[config.mk]
export PLATFORM = sky130hd
export DESIGN_NAME = araf_top
export DESIGN_NICKNAME = d
export VERILOG_FILES = /design/src/hdl/araf_pkg.sv /design/src/hdl/araf_formatter.sv /design/src/hdl/araf_top.sv
export SDC_FILE = /design/constraint.sdc
export NUM_CORES = 1
export LEC_CHECK = 0
export BUFFER_PORTS_ARGS = -buffer_cell sky130_fd_sc_hd__buf_4
export CORE_MARGIN = 2
export CORE_UTILIZATION = 55
export CTS_BUF_LIST = sky130_fd_sc_hd__clkbuf_16
export CTS_CLUSTER_SIZE = 16
export DETAILED_ROUTE_END_ITERATION = 7
export GPL_TIMING_DRIVEN = 0
export PLACE_DENSITY = 0.75
export SETUP_SLACK_MARGIN = 0.4
export SLEW_MARGIN = 20
export SYNTH_ARGS = -nofsm -noshare
export SYNTH_HDL_FRONTEND = slang
export SYNTH_SLANG_ARGS = --single-unit
[constraint.sdc]
create_clock -name clock -period 2.55 [get_ports clock]
set_clock_uncertainty 0.15 [all_clocks]
set_input_delay 0.51 -clock clock [delete_from_list [all_inputs] [get_ports clock]]
set_output_delay 0.51 -clock clock [all_outputs]
set_load 0.01 [all_outputs]
[src/hdl/araf_pkg.sv]
package araf_pkg;
  localparam logic [3:0] REG_CTRL     = 4'h0;
  localparam logic [3:0] REG_ACC_CFG  = 4'h1;
  localparam logic [3:0] REG_RES_LO   = 4'h2;
  localparam logic [3:0] REG_RES_HI   = 4'h3;
  localparam logic [3:0] REG_STATUS   = 4'h4;
  localparam logic [3:0] REG_IMASK    = 4'h5;
  localparam logic [3:0] REG_WIN_LO_L = 4'h6;
  localparam logic [3:0] REG_WIN_LO_H = 4'h7;
  localparam logic [3:0] REG_WIN_HI_L = 4'h8;
  localparam logic [3:0] REG_WIN_HI_H = 4'h9;
  localparam logic [3:0] REG_PWRUP    = 4'ha;
  localparam int CTRL_START = 0;
  localparam int CTRL_BURST = 1;
  localparam int CTRL_IDLE_ON = 2;
  localparam int CFG_SJST_LSB = 0;
  localparam int CFG_RPT_LSB  = 3;
  localparam int ST_DONE = 0;
  localparam int ST_WIN  = 1;
  localparam logic [2:0] SJST_RIGHT = 3'h0;
  localparam logic [2:0] SJST_LEFT  = 3'h4;
  localparam logic [7:0] PWRUP_RESET = 8'h04;
  localparam int CLK_HZ = 10_000_000;
  localparam int MAX_SPS = 300_000;
  localparam int CONV_MIN_CYCLES = (CLK_HZ + MAX_SPS - 1) / MAX_SPS;
  typedef enum logic [2:0] {ARAF_IDLE, ARAF_PWRUP, ARAF_CONV, ARAF_WAIT} araf_state_e;
endpackage : araf_pkg

[src/hdl/araf_formatter.sv]
`timescale 1ns/100ps
module araf_formatter
  import araf_pkg::*;
(
  input  wire logic        clock,
  input  wire logic        rstn,
  input  wire logic        load,
  input  wire logic [15:0] sum,
  input  wire logic [2:0]  sjst,
  output logic      [15:0] result
);
  typedef struct packed {
    logic [15:0] res;
  } araf_fmt_s;
  araf_fmt_s s_q, s_d;
  always_comb begin
    s_d = s_q;
    if (load) begin
      unique case (sjst)
        SJST_RIGHT: s_d.res = sum;
        3'h1: s_d.res = {1'b0, sum[15:1]};
        3'h2: s_d.res = {2'b00, sum[15:2]};
        3'h3: s_d.res = {3'b000, sum[15:3]};
        SJST_LEFT: s_d.res = {sum[9:0], 6'h00};
        default: s_d.res = sum;
      endcase
    end
  end
  always_ff @(posedge clock or negedge rstn) begin
    if (!rstn) s_q <= '0;
    else s_q <= s_d;
  end
  assign result = s_q.res;
endmodule : araf_formatter

[src/hdl/araf_top.sv]
`timescale 1ns/100ps
module araf_top
  import araf_pkg::*;
#(
  parameter int CONV_CYCLES = CONV_MIN_CYCLES
)
(
  input  wire logic       clock,
  input  wire logic       rstn,
  input  wire logic [3:0] addr,
  input  wire logic [7:0] wdata,
  input  wire logic       wr,
  input  wire logic       rd,
  output logic      [7:0] rdata,
  input  wire logic       conv_start,
  output logic            conv_go,
  input  wire logic       code_valid,
  input  wire logic [9:0] code,
  output logic            sar_converter_en,
  output logic            conversion_done_flag,
  output logic            window_hit,
  output logic            irq
);
  typedef struct packed {
    araf_state_e st;
    logic        burst_enable_bit;
    logic        idle_on;
    logic [2:0]  justify_shift_field;
    logic [2:0]  repeat_count_field;
    logic [15:0] acc;
    logic [6:0]  cnt;
    logic [7:0]  tmr;
    logic [7:0]  pwrup;
    logic [1:0]  status;
    logic [1:0]  imask;
    logic [15:0] win_lo;
    logic [15:0] win_hi;
    logic        load;
    logic        cmp;
    logic        go;
    logic        en;
    logic        irq;
    logic [7:0]  rdata;
  } araf_top_s;
  araf_top_s s_q, s_d;
  logic [15:0] result;
  logic [6:0]  series_len;
  logic        sw_start;
  logic        start;
  logic        in_hit;
  logic [15:0] acc_next;
  araf_formatter araf_formatter_i (
    .clock  (clock),
    .rstn   (rstn),
    .load   (s_q.load),
    .sum    (s_q.acc),
    .sjst   (s_q.justify_shift_field),
    .result (result)
  );
  always_comb begin
    unique case (s_q.repeat_count_field)
      3'h1: series_len = 7'd4;
      3'h2: series_len = 7'd8;
      3'h3: series_len = 7'd16;
      3'h4: series_len = 7'd32;
      3'h5: series_len = 7'd64;
      default: series_len = 7'd1;
    endcase
  end
  assign sw_start = wr && addr == REG_CTRL && wdata[CTRL_START];
  assign start    = sw_start || conv_start;
  assign acc_next = s_q.acc + {6'h00, code};
  assign in_hit   = result >= s_q.win_lo && result <= s_q.win_hi;
  always_comb begin
    s_d       = s_q;
    s_d.load  = 1'b0;
    s_d.cmp   = s_q.load;
    s_d.go    = 1'b0;
    s_d.rdata = 8'h00;
    if (wr) begin
      unique case (addr)
        REG_CTRL: begin
          s_d.burst_enable_bit = wdata[CTRL_BURST];
          s_d.idle_on          = wdata[CTRL_IDLE_ON];
        end
        REG_ACC_CFG: begin
          s_d.justify_shift_field = wdata[CFG_SJST_LSB +: 3];
          s_d.repeat_count_field  = wdata[CFG_RPT_LSB +: 3];
        end
        REG_STATUS:   s_d.status = s_q.status & ~wdata[1:0];
        REG_IMASK:    s_d.imask = wdata[1:0];
        REG_WIN_LO_L: s_d.win_lo[7:0] = wdata;
        REG_WIN_LO_H: s_d.win_lo[15:8] = wdata;
        REG_WIN_HI_L: s_d.win_hi[7:0] = wdata;
        REG_WIN_HI_H: s_d.win_hi[15:8] = wdata;
        REG_PWRUP:    s_d.pwrup = wdata;
        default: ;
      endcase
    end
    if (rd) begin
      unique case (addr)
        REG_CTRL:     s_d.rdata = {5'h00, s_q.idle_on, s_q.burst_enable_bit, s_q.st != ARAF_IDLE};
        REG_ACC_CFG:  s_d.rdata = {2'b00, s_q.repeat_count_field, s_q.justify_shift_field};
        REG_RES_LO:   s_d.rdata = result[7:0];
        REG_RES_HI:   s_d.rdata = result[15:8];
        REG_STATUS:   s_d.rdata = {6'h00, s_q.status};
        REG_IMASK:    s_d.rdata = {6'h00, s_q.imask};
        REG_WIN_LO_L: s_d.rdata = s_q.win_lo[7:0];
        REG_WIN_LO_H: s_d.rdata = s_q.win_lo[15:8];
        REG_WIN_HI_L: s_d.rdata = s_q.win_hi[7:0];
        REG_WIN_HI_H: s_d.rdata = s_q.win_hi[15:8];
        REG_PWRUP:    s_d.rdata = s_q.pwrup;
        default:      s_d.rdata = 8'h00;
      endcase
    end
    if (s_q.cmp && in_hit) s_d.status[ST_WIN] = 1'b1;
    unique case (s_q.st)
      ARAF_IDLE: begin
        s_d.en = s_q.burst_enable_bit ? s_q.idle_on : 1'b1;
        if (start) begin
          if (s_q.cnt == 7'd0) s_d.acc = 16'h0000;
          s_d.en = 1'b1;
          if (s_q.burst_enable_bit && !s_q.en) begin
            s_d.tmr = s_q.pwrup;
            s_d.st  = ARAF_PWRUP;
          end else begin
            s_d.go  = 1'b1;
            s_d.tmr = 8'(CONV_CYCLES);
            s_d.st  = ARAF_CONV;
          end
        end
      end
      ARAF_PWRUP: begin
        if (s_q.tmr == 8'h00) begin
          s_d.go  = 1'b1;
          s_d.tmr = 8'(CONV_CYCLES);
          s_d.st  = ARAF_CONV;
        end else s_d.tmr = s_q.tmr - 8'h01;
      end
      ARAF_CONV: begin
        if (s_q.tmr != 8'h00) s_d.tmr = s_q.tmr - 8'h01;
        if (code_valid) begin
          s_d.acc = acc_next;
          s_d.st  = ARAF_WAIT;
          if (s_q.cnt + 7'd1 >= series_len) begin
            s_d.cnt  = 7'd0;
            s_d.load = 1'b1;
            s_d.status[ST_DONE] = 1'b1;
          end else s_d.cnt = s_q.cnt + 7'd1;
        end
      end
      ARAF_WAIT: begin
        if (s_q.tmr != 8'h00) s_d.tmr = s_q.tmr - 8'h01;
        else if (s_q.burst_enable_bit && s_q.cnt != 7'd0) begin
          s_d.go  = 1'b1;
          s_d.tmr = 8'(CONV_CYCLES);
          s_d.st  = ARAF_CONV;
        end else begin
          s_d.st = ARAF_IDLE;
          if (s_q.burst_enable_bit) s_d.en = s_q.idle_on;
        end
      end
      default: s_d.st = ARAF_IDLE;
    endcase
    s_d.irq = |(s_d.status & s_q.imask);
  end
  always_ff @(posedge clock or negedge rstn) begin
    if (!rstn) begin
      s_q       <= '0;
      s_q.st    <= ARAF_IDLE;
      s_q.pwrup <= PWRUP_RESET;
      s_q.win_hi <= 16'hffff;
    end else s_q <= s_d;
  end
  assign rdata                = s_q.rdata;
  assign conv_go              = s_q.go;
  assign sar_converter_en     = s_q.en;
  assign conversion_done_flag = s_q.status[ST_DONE];
  assign window_hit           = s_q.status[ST_WIN];
  assign irq                  = s_q.irq;
endmodule : araf_top

Word level (Yosys, flattened, before mapping)
Index checks and enable logic that the tools add are counted.

Flip-flop bits (word level): 115. Input port bits: 28. Output and inout bits: 13. Word-level logic and storage cells: 141.

Add/sub/neg operators: 3. Magnitude comparators: 3. Equality and inequality tests: 31. Multiplexer cells: 47. Bitwise operators: 3. Reduce and logical (&&, ||, !) cells: 32.

Operator list (number): 8-bit two-way mux (11); 8-bit one-hot mux with 11 select lines (1); 16-bit one-hot mux with 4 select lines (1); 36-bit two-way mux (1); 7-bit one-hot mux with 5 select lines (1); 16-bit two-way mux (2); 16-bit one-hot mux with 2 select lines (1); 8-bit one-hot mux with 4 select lines (1); 23-bit two-way mux (1); 3-bit by 2-bit == test with 1-bit output, second input constant (6); 2-bit AND reduction (9); 16-bit by 10-bit adder with 16-bit output (1); 4-bit by 3-bit == test with 1-bit output, second input constant (4); 16-bit greater-or-equal comparator (1); 16-bit less-or-equal comparator (1); 2-bit inequality test, second input constant (8); 4-bit AND reduction (4); 1-bit two-way mux (13); 4-bit == test, second input constant (3); 2-bit two-way mux (6); 3-bit two-way mux (4); 3-bit one-hot mux with 4 select lines (1); 3-bit by 1-bit == test with 1-bit output, second input constant (3); 3-bit == test, second input constant (3); other kinds (24) (32).

Logic depth before layout (Yosys ltp)
Gate-level depths: netlist (run 1).

Depth in word-level cells: 9. Mapped depth: 11. Mapped depth without buffers: 11.

By module
Synthesis (run 1) repeated with hierarchy kept, for this count alone.

Cells, all modules: 817. Area, all modules: 7543.5 um^2.

Modules (own cells, without submodules): araf_top (instances 1, cells an instance 661, area an instance 6247.2 um^2, seq. area each 2473.6 um^2); araf_formatter (instances 1, cells an instance 156, area an instance 1296.2 um^2, seq. area each 400.4 um^2).

Worst setup path after synthesis (run 1)
No wires, ideal clock.

Path type: register -> register. Start point: register s_q[90] (netlist name). End point: register s_q, in the netlist irq. Library setup time: 120 ps. Data arrival time: 2522 ps. Data required time: 2280 ps. Slack: -242 ps. Cell stages (with the launch flop): 9. Path buffers: 0. Clock period less this slack: 2792 ps. Cells stage by stage: dfrtp_1 -> or3b_2 -> ha_1 -> or4b_1 -> o2111ai_1 -> a21oi_1 -> a22o_1 -> a22o_1 -> a41o_1.

RTL lines: start: declaration (line araf_top.sv:45) `araf_top_s s_q, s_d;`.

==> results.yml, run 1 <==
critical_path:
  path_buf_inv: 0
  cp.arrival_ns: 2.89
  crit_slowest_cell: "or4b_4"
  crit_type: "reg2reg"
  startpoint_type: "flop"
  cp_max_fo: 7
  worstPathRequired_ns: 2.71
  max_stage_delay_ns: 0.53
  crit_top_cell: "a22o_1"
  critPathTopFamily: "simple AND/OR/NAND/NOR gates"
  cp-end-kind: "flop"
  path_cells: "or3b_4 -> ha_4 -> or4b_4 -> o2111ai_4 -> a21oi_4 -> a22o_1 -> a22o_1 -> a41o_1"
grt:
  grt_usage: 0.3237
  grt_antenna_before_repair: 0
  grt_max_degree: 115
  grt_pass1_wl_um: 35680
  grt_pass1_vias: 6683
  grt_overflow: 0
sta:
  setup_viol: 3
  setup_ws_ns: -0.1807
  rsz0062_at_grt: "yes"
  fmax_mhz: 366.2
  final-hold-violation-count: 0
  worst_pin_slew_ns: 0.9634
  min_period_ns: 2.731
  slew_headroom: 0.3528
  fin_crit_sh: 1.071
  slew_viol_final: 0
detailed_routing:
  drc_errors: 0
  drt_iter0_markers: 580
  num_vias: 6879
  ant_nets: 0
  wl_um: 23160
  routedWlPerCell_um: 21.39
  drt-pass1-iter-count: 7
  avgViaCountPerCell: 6.352
clocking:
  clock_path_buffers: 2
  cts_made_buffers: 17
  path_clk_slew_ns: 0.05
  insertion_delay_ns: 0.43
  cts_tree: "built"
  clock-root-buffer: "clkbuf_16"
  h-tree-depth: 4
  cts_sinks: 114
  holdBufCountCts: 0
cells_and_area:
  final_cell_mix: "81 x dfrtp_1, 75 x buf_4, 68 x nand2_1, 56 x o21ai_0, 52 x a21oi_1"
  fill_cells: 968
  mostFrequentLayoutCell: "dfrtp_1"
  layout.cells.non_filler: 1083
  area_growth_pct: 28.14
  final_layout_size_suffix_gt1_frac: 0.3308
  regArea_sq_um: 2894
  num_antenna_cells: 0
  utilization: 0.7170
  fin_nets: 974
  multi_input_area_sq_um: 4626
  finish.instance_area_sq_um: 9419
synthesis:
  ys_warn_count: 0
  ys_seq_elements: 114
  synth.distinct_cells: 71
  ys_async_sr_fraction: 1.000
  synth_area_sq_um: 7351
  yosysSeqAreaShare: 0.3910
  synthFlopType: "dfrtp_1"
  syn-num-nets: 880
  synth_edf_count: 0
  synthCells: 800
  synth_area_per_cell_sq_um: 9.189
worst_hold_path:
  worstHoldPathType: "in2async"
placement:
  gp_congestion: 0.9846
  dp_cells: 1013
  dpl-instance-area_sq_um: 7915
  place_hpwl_um: 15740
  io_buffers: 37
floorplan:
  io_pins: 41
  core_sq_um: 13140
  fp-row-count: 42
  initial_utilization: 0.5595
  fp.dieW_um: 119.6
  fp.dieH_um: 119.6
  die_area_sq_um: 14310
power:
  ir_drop_uv: 641.0
  p_leak_nw: 4.047
  p_per_area_nw_per_um2: 1083
outcome:
  violations: "negative setup slack"
  status: "complete, but fails checks"
job:
  cap_violations: 0
==> state kept, by name, summed over array words and instances, names as in the netlist <==
register / flops
sar_converter_en: 1
irq: 1
conversion_done_flag: 1
s_q: 84
araf_formatter_i.result: 16
rdata: 8
s_d: 1
conv_go: 1
window_hit: 1
==> final timing paths <==
check,end,cells past startpoint,slack (ns),from
worst max-delay path,irq$_DFF_PN0_,8,-0.18,s_q[89]$_DFFE_PN0P_
worst min-delay path,s_q[55]$_DFFE_PN0P_,1,0.07,rstn
worst max register to register,irq$_DFF_PN0_,8,-0.18,s_q[89]$_DFFE_PN0P_
worst min register to register,window_hit$_DFF_PN0_,1,0.37,s_q[11]$_DFF_PN0_
max in group asynchronous,s_q[80]$_DFFE_PN0P_,1,1.51,rstn
min in group clock,s_q[28]$_DFFE_PN1P_,3,0.20,wdata[7]
==> power by group <==
part	internal [mW]	total (mW)	switching, mW
logic	2.15	4.60	2.45
clock network	1.70	2.55	0.845
registers	2.40	3.05	0.648
==> routing by layer <==
layer  GRT usage  part of all wire
met1      0.4157              0.41
met2      0.5346              0.48
met3     0.05798             0.066
met4      0.1471             0.040
met5           0                 0
==> cells by family (layout without fill, tap and decap cells) <==
logic type | count (synthesis) | after routing | share of synthesized area
DFF | 114 | 114 | 0.3910
xor gates and xnor gates | 13 | 13 | 0.01549
and+or+nand+nor | 212 | 212 | 0.1387
adders and majority gates | 52 | 52 | 0.08953
muxes | 60 | 60 | 0.09072
buffers and inverters | 104 | 211 | 0.05906
AOI/OAI and AO/OA | 245 | 245 | 0.2155
==> cell type report <==
class,instances,share of cell area
Inverter,49,0.01953
Multi-Input combinational cell,582,0.4911
Clock inverter,15,0.02112
Buffer,55,0.02922
Tap cell,176,0.02338
Sequential cell,114,0.3073
Clock buffer,17,0.04516
Timing Repair Buffer,75,0.06323
==> timing repair <==
item | 4_1_cts | 5_1_grt
pin swaps | 28 | 23
gates cloned | 0 | 0
buffers inserted | 31 | 7
gates resized for setup | 89 | 55
endpoints found under the hold margin | 0 | 0
endpoints found under the setup margin | 62 | 64
==> cell usage after synthesis (3+ instances only) <==
master,n,share of area
dfrtp_1,97,0.33
o21ai_0,72,0.049
nand2_1,69,0.035
a21oi_1,57,0.039
nor2_1,57,0.029
ha_1,51,0.087
inv_1,49,0.025
mux2_2,40,0.061
clkbuf_1,35,0.018
nand3_1,22,0.015
a22oi_1,18,0.018
mux2i_1,18,0.025
dfstp_2,17,0.061
nor3_1,13,0.0089
a22o_1,11,0.013
a31oi_1,11,0.0094
a221oi_1,10,0.012
buf_4,8,0.0082
o211ai_1,8,0.0082
a211oi_1,7,0.0071
a21o_1,7,0.0071
nand2b_1,7,0.0060
nand4_1,7,0.0060
nor2b_1,7,0.0060
xnor2_1,7,0.0083
and3_1,6,0.0051
buf_1,6,0.0031
o22ai_1,6,0.0051
xor2_1,6,0.0071
buf_2,5,0.0034
a32oi_1,4,0.0048
a41oi_1,4,0.0048
nand3b_1,4,0.0041
and2_1,3,0.0026
nor4_1,3,0.0026
or3b_2,3,0.0036
==> metrics by stage <==
step	setup WS, ns	hold slack, ns	power, mW	setup TNS, ns
3_5_place_dp	-0.3402	0.3491	6.402	-4.398
4_1_cts	-0.1756	0.1393	9.712	-0.3973
5_1_grt	-0.2744	0.1450	10.73	-1.178
2_1_floorplan	-0.03409	0.06441	5.338	-0.03409
6_report	-0.1807	0.06657	10.20	-0.4082
3_3_place_gp	-0.2709	0.3412	6.249	-3.693
Power figures use the tool's default switching activity.
==> run 2: changes to the inputs <==
--- a/config.mk
+++ b/config.mk
@@ -12,7 +12,7 @@
 export CTS_CLUSTER_SIZE = 16
 export DETAILED_ROUTE_END_ITERATION = 7
 export GPL_TIMING_DRIVEN = 0
-export PLACE_DENSITY = 0.75
+export PLACE_DENSITY = 0.72
 export SETUP_SLACK_MARGIN = 0.4
 export SLEW_MARGIN = 20
 export SYNTH_ARGS = -nofsm -noshare
==> constraint.sdc (replaced) <==
create_clock -name clock -period 2.6 [get_ports clock]
set_clock_uncertainty 0.15 [all_clocks]
set_input_delay 0.26 -clock clock [delete_from_list [all_inputs] [get_ports clock]]
set_output_delay 0.26 -clock clock [all_outputs]
set_load 0.01 [all_outputs]
==> run 2 against run 1 <==
- the run still ends with negative setup slack left
- register-to-register slack improved by 0.05 ns
- wire length increased by 0.52%
- die area unchanged
- combinational power increased by 2%
- power decreased by 0.15%
- sequential share of layout area decreased by 0.30 points
==> results.yml, run 2 (same netlist as run 1, synthesis figures left out) <==
detailed_routing:
  routedWlPerCell_um: 21.34
  avgViaCountPerCell: 6.320
  drt_iter0_markers: 599
  drt-pass1-iter-count: 6
  ant_nets: 0
  wl_um: 23290
  num_vias: 6895
  drc_errors: 0
placement:
  place_hpwl_um: 15460
  place_ws_ns: -0.2952
  gp_congestion: 0.9242
  io_buffers: 37
  dp_cells: 1013
cells_and_area:
  area_growth_pct: 29.24
  largest_register_ffs: 84
  fill_cells: 989
  final_layout_size_suffix_gt1_frac: 0.3202
  layout.cells.non_filler: 1091
  utilization: 0.7231
  mostFrequentLayoutCell: "dfrtp_1"
  fin_nets: 982
  num_antenna_cells: 0
  final_cell_mix: "84 x dfrtp_1, 76 x buf_4, 68 x nand2_1, 56 x o21ai_0, 50 x a21oi_1"
  top_register: "s_q"
job:
  cap_violations: 0
floorplan:
  io_pins: 41
  initial_utilization: 0.5595
  core_sq_um: 13140
  fp.dieH_um: 119.6
  fp.dieW_um: 119.6
  die_area_sq_um: 14310
  fp-row-count: 42
outcome:
  status: "complete, but fails checks"
  violations: "negative setup slack"
worst_hold_path:
  worstHoldEndpoint: "s_q[72]$_DFFE_PN0P_"
  worstHoldPathType: "in2reg"
  hold_depth: 3
  min_from: "code[0]"
critical_path:
  cp_max_fo: 3
  rr_startpoint: "s_q[65]$_DFFE_PN0P_"
  cp-end-kind: "flop"
  cp.arrival_ns: 2.90
  crit_type: "reg2reg"
  rr_worst_depth: 12
  worstPathRequired_ns: 2.77
  rr_endpoint: "irq$_DFF_PN0_"
  startpoint_type: "flop"
  reg2reg_setup_slack_ns: -0.13
power:
  switchingPower_mw: 3.972
  p_leak_nw: 4.051
  p_per_area_nw_per_um2: 1072
  sw_frac_of_total: 0.3899
  ir_drop_uv: 800.9
  clkPwrFrac: 0.243
  p_int_mw: 6.215
  power_frac_seq: 0.296
  comb_power_share: 0.461
clocking:
  path_clk_slew_ns: 0.06
  clock_path_buffers: 2
  insertion_delay_ns: 0.44
  h-tree-depth: 4
  clock-root-buffer: "clkbuf_16"
  cts_sinks: 114
  cts_made_buffers: 17
  cts_tree: "built"
sta:
  slew_viol_final: 0
  final-hold-violation-count: 0
  setup_ws_ns: -0.1324
  setup_viol: 6
  slew_headroom: 0.3778
  min_period_ns: 2.732
  fmax_mhz: 366.0
  worst_pin_slew_ns: 0.9333
  fin_crit_sh: 1.051
  rsz0062_at_grt: "yes"
grt:
  grt_pass1_wl_um: 34700
  grtUsageMet1: 0.4001
  grt_pass1_vias: 6526
  grt_antenna_before_repair: 0
  gr-usage-met3: 0.06369
  grt_usage: 0.3138
  grt_overflow: 0
  grt_max_degree: 115
  grt-busiest-layer: "met2"
  use_met2: 0.5289
==> run 2: changes by cell type in the layout (fill, tap and decap cells not counted), sizes merged <==
cell         before  now
dlygate4sd3       0    7
buf              91   95
clkinvlp          2    4
clkbuf           56   53
bufinv            5    4
inv              52   51
==> run 2: critical path, stage by stage, from the launching register on <==
cell     delay [ns]
dfrtp_1        0.38
buf_4          0.14
ha_4           0.17
nand3_4        0.12
nor2_2         0.13
xor2_1         0.22
ha_2           0.31
o21a_1         0.11
nor2_2         0.15
a21oi_4        0.07
a22o_1         0.24
a22o_1         0.21
a41o_1         0.21
==> run 2: repair_timing <==
action	4_1_cts	5_1_grt
endpoints found under the setup margin	31	40
hold buffers	7	0
setup buffers	21	18
endpoints found under the hold margin	127	0
pin swaps	26	33
gates resized for setup	63	73
==> run 2: worst max path at each step <==
stage / from / endpoint / slack, ns
2_1_floorplan: s_q[89]$_DFFE_PN0P_ / irq$_DFF_PN0_ / 0.02
3_3_place_gp: s_q[65]$_DFFE_PN0P_ / irq$_DFF_PN0_ / -0.22
3_5_place_dp: s_q[65]$_DFFE_PN0P_ / irq$_DFF_PN0_ / -0.30
4_1_cts: s_q[90]$_DFFE_PN0P_ / irq$_DFF_PN0_ / -0.11
5_1_grt: s_q[65]$_DFFE_PN0P_ / irq$_DFF_PN0_ / -0.26
6_report: s_q[65]$_DFFE_PN0P_ / irq$_DFF_PN0_ / -0.13
==> run 2: layer usage <==
metal | vias up | wire [um]
li1 | 3130 | -
met3 | 57 | 1446
met4 | 0 | 741
met2 | 343 | 11470
met1 | 3365 | 9631
met5 | - | 0
==> run 2: metrics by stage <==
step	hold WS [ns]	instance area, sq um	total power, mW	TNS (ns)
6_report	0.07258	9500	10.19	-0.3387
3_5_place_dp	0.3381	7905	6.262	-0.3512
2_1_floorplan	-0.1856	7403	5.223	0
4_1_cts	0.04539	9017	9.289	-0.1725
5_1_grt	0.08395	9500	10.74	-1.047
3_3_place_gp	0.3518	7901	6.116	-0.2240
==> run 2: final cells by class <==
type	instances	area, sq um	area share
Inverter	49	183.9	0.01936
Tap cell	176	220.2	0.02318
Multi-Input combinational cell	582	4627	0.4870
Sequential cell	114	2890	0.3042
Clock buffer	17	425.4	0.04478
Clock inverter	15	191.4	0.02015
Buffer	55	269.0	0.02832
Timing Repair Buffer	83	693.2	0.07296
==> run 2: power by group through the flow <==
stage	sequential (mW)	clock (mW)	combinational (mW)
after CTS	2.95	2.47	3.87
after detailed placement	2.96	0	3.30
after global placement	2.95	0	3.16
after floorplan	2.73	0	2.49
final	3.02	2.48	4.69
after global routing	3.07	2.57	5.11
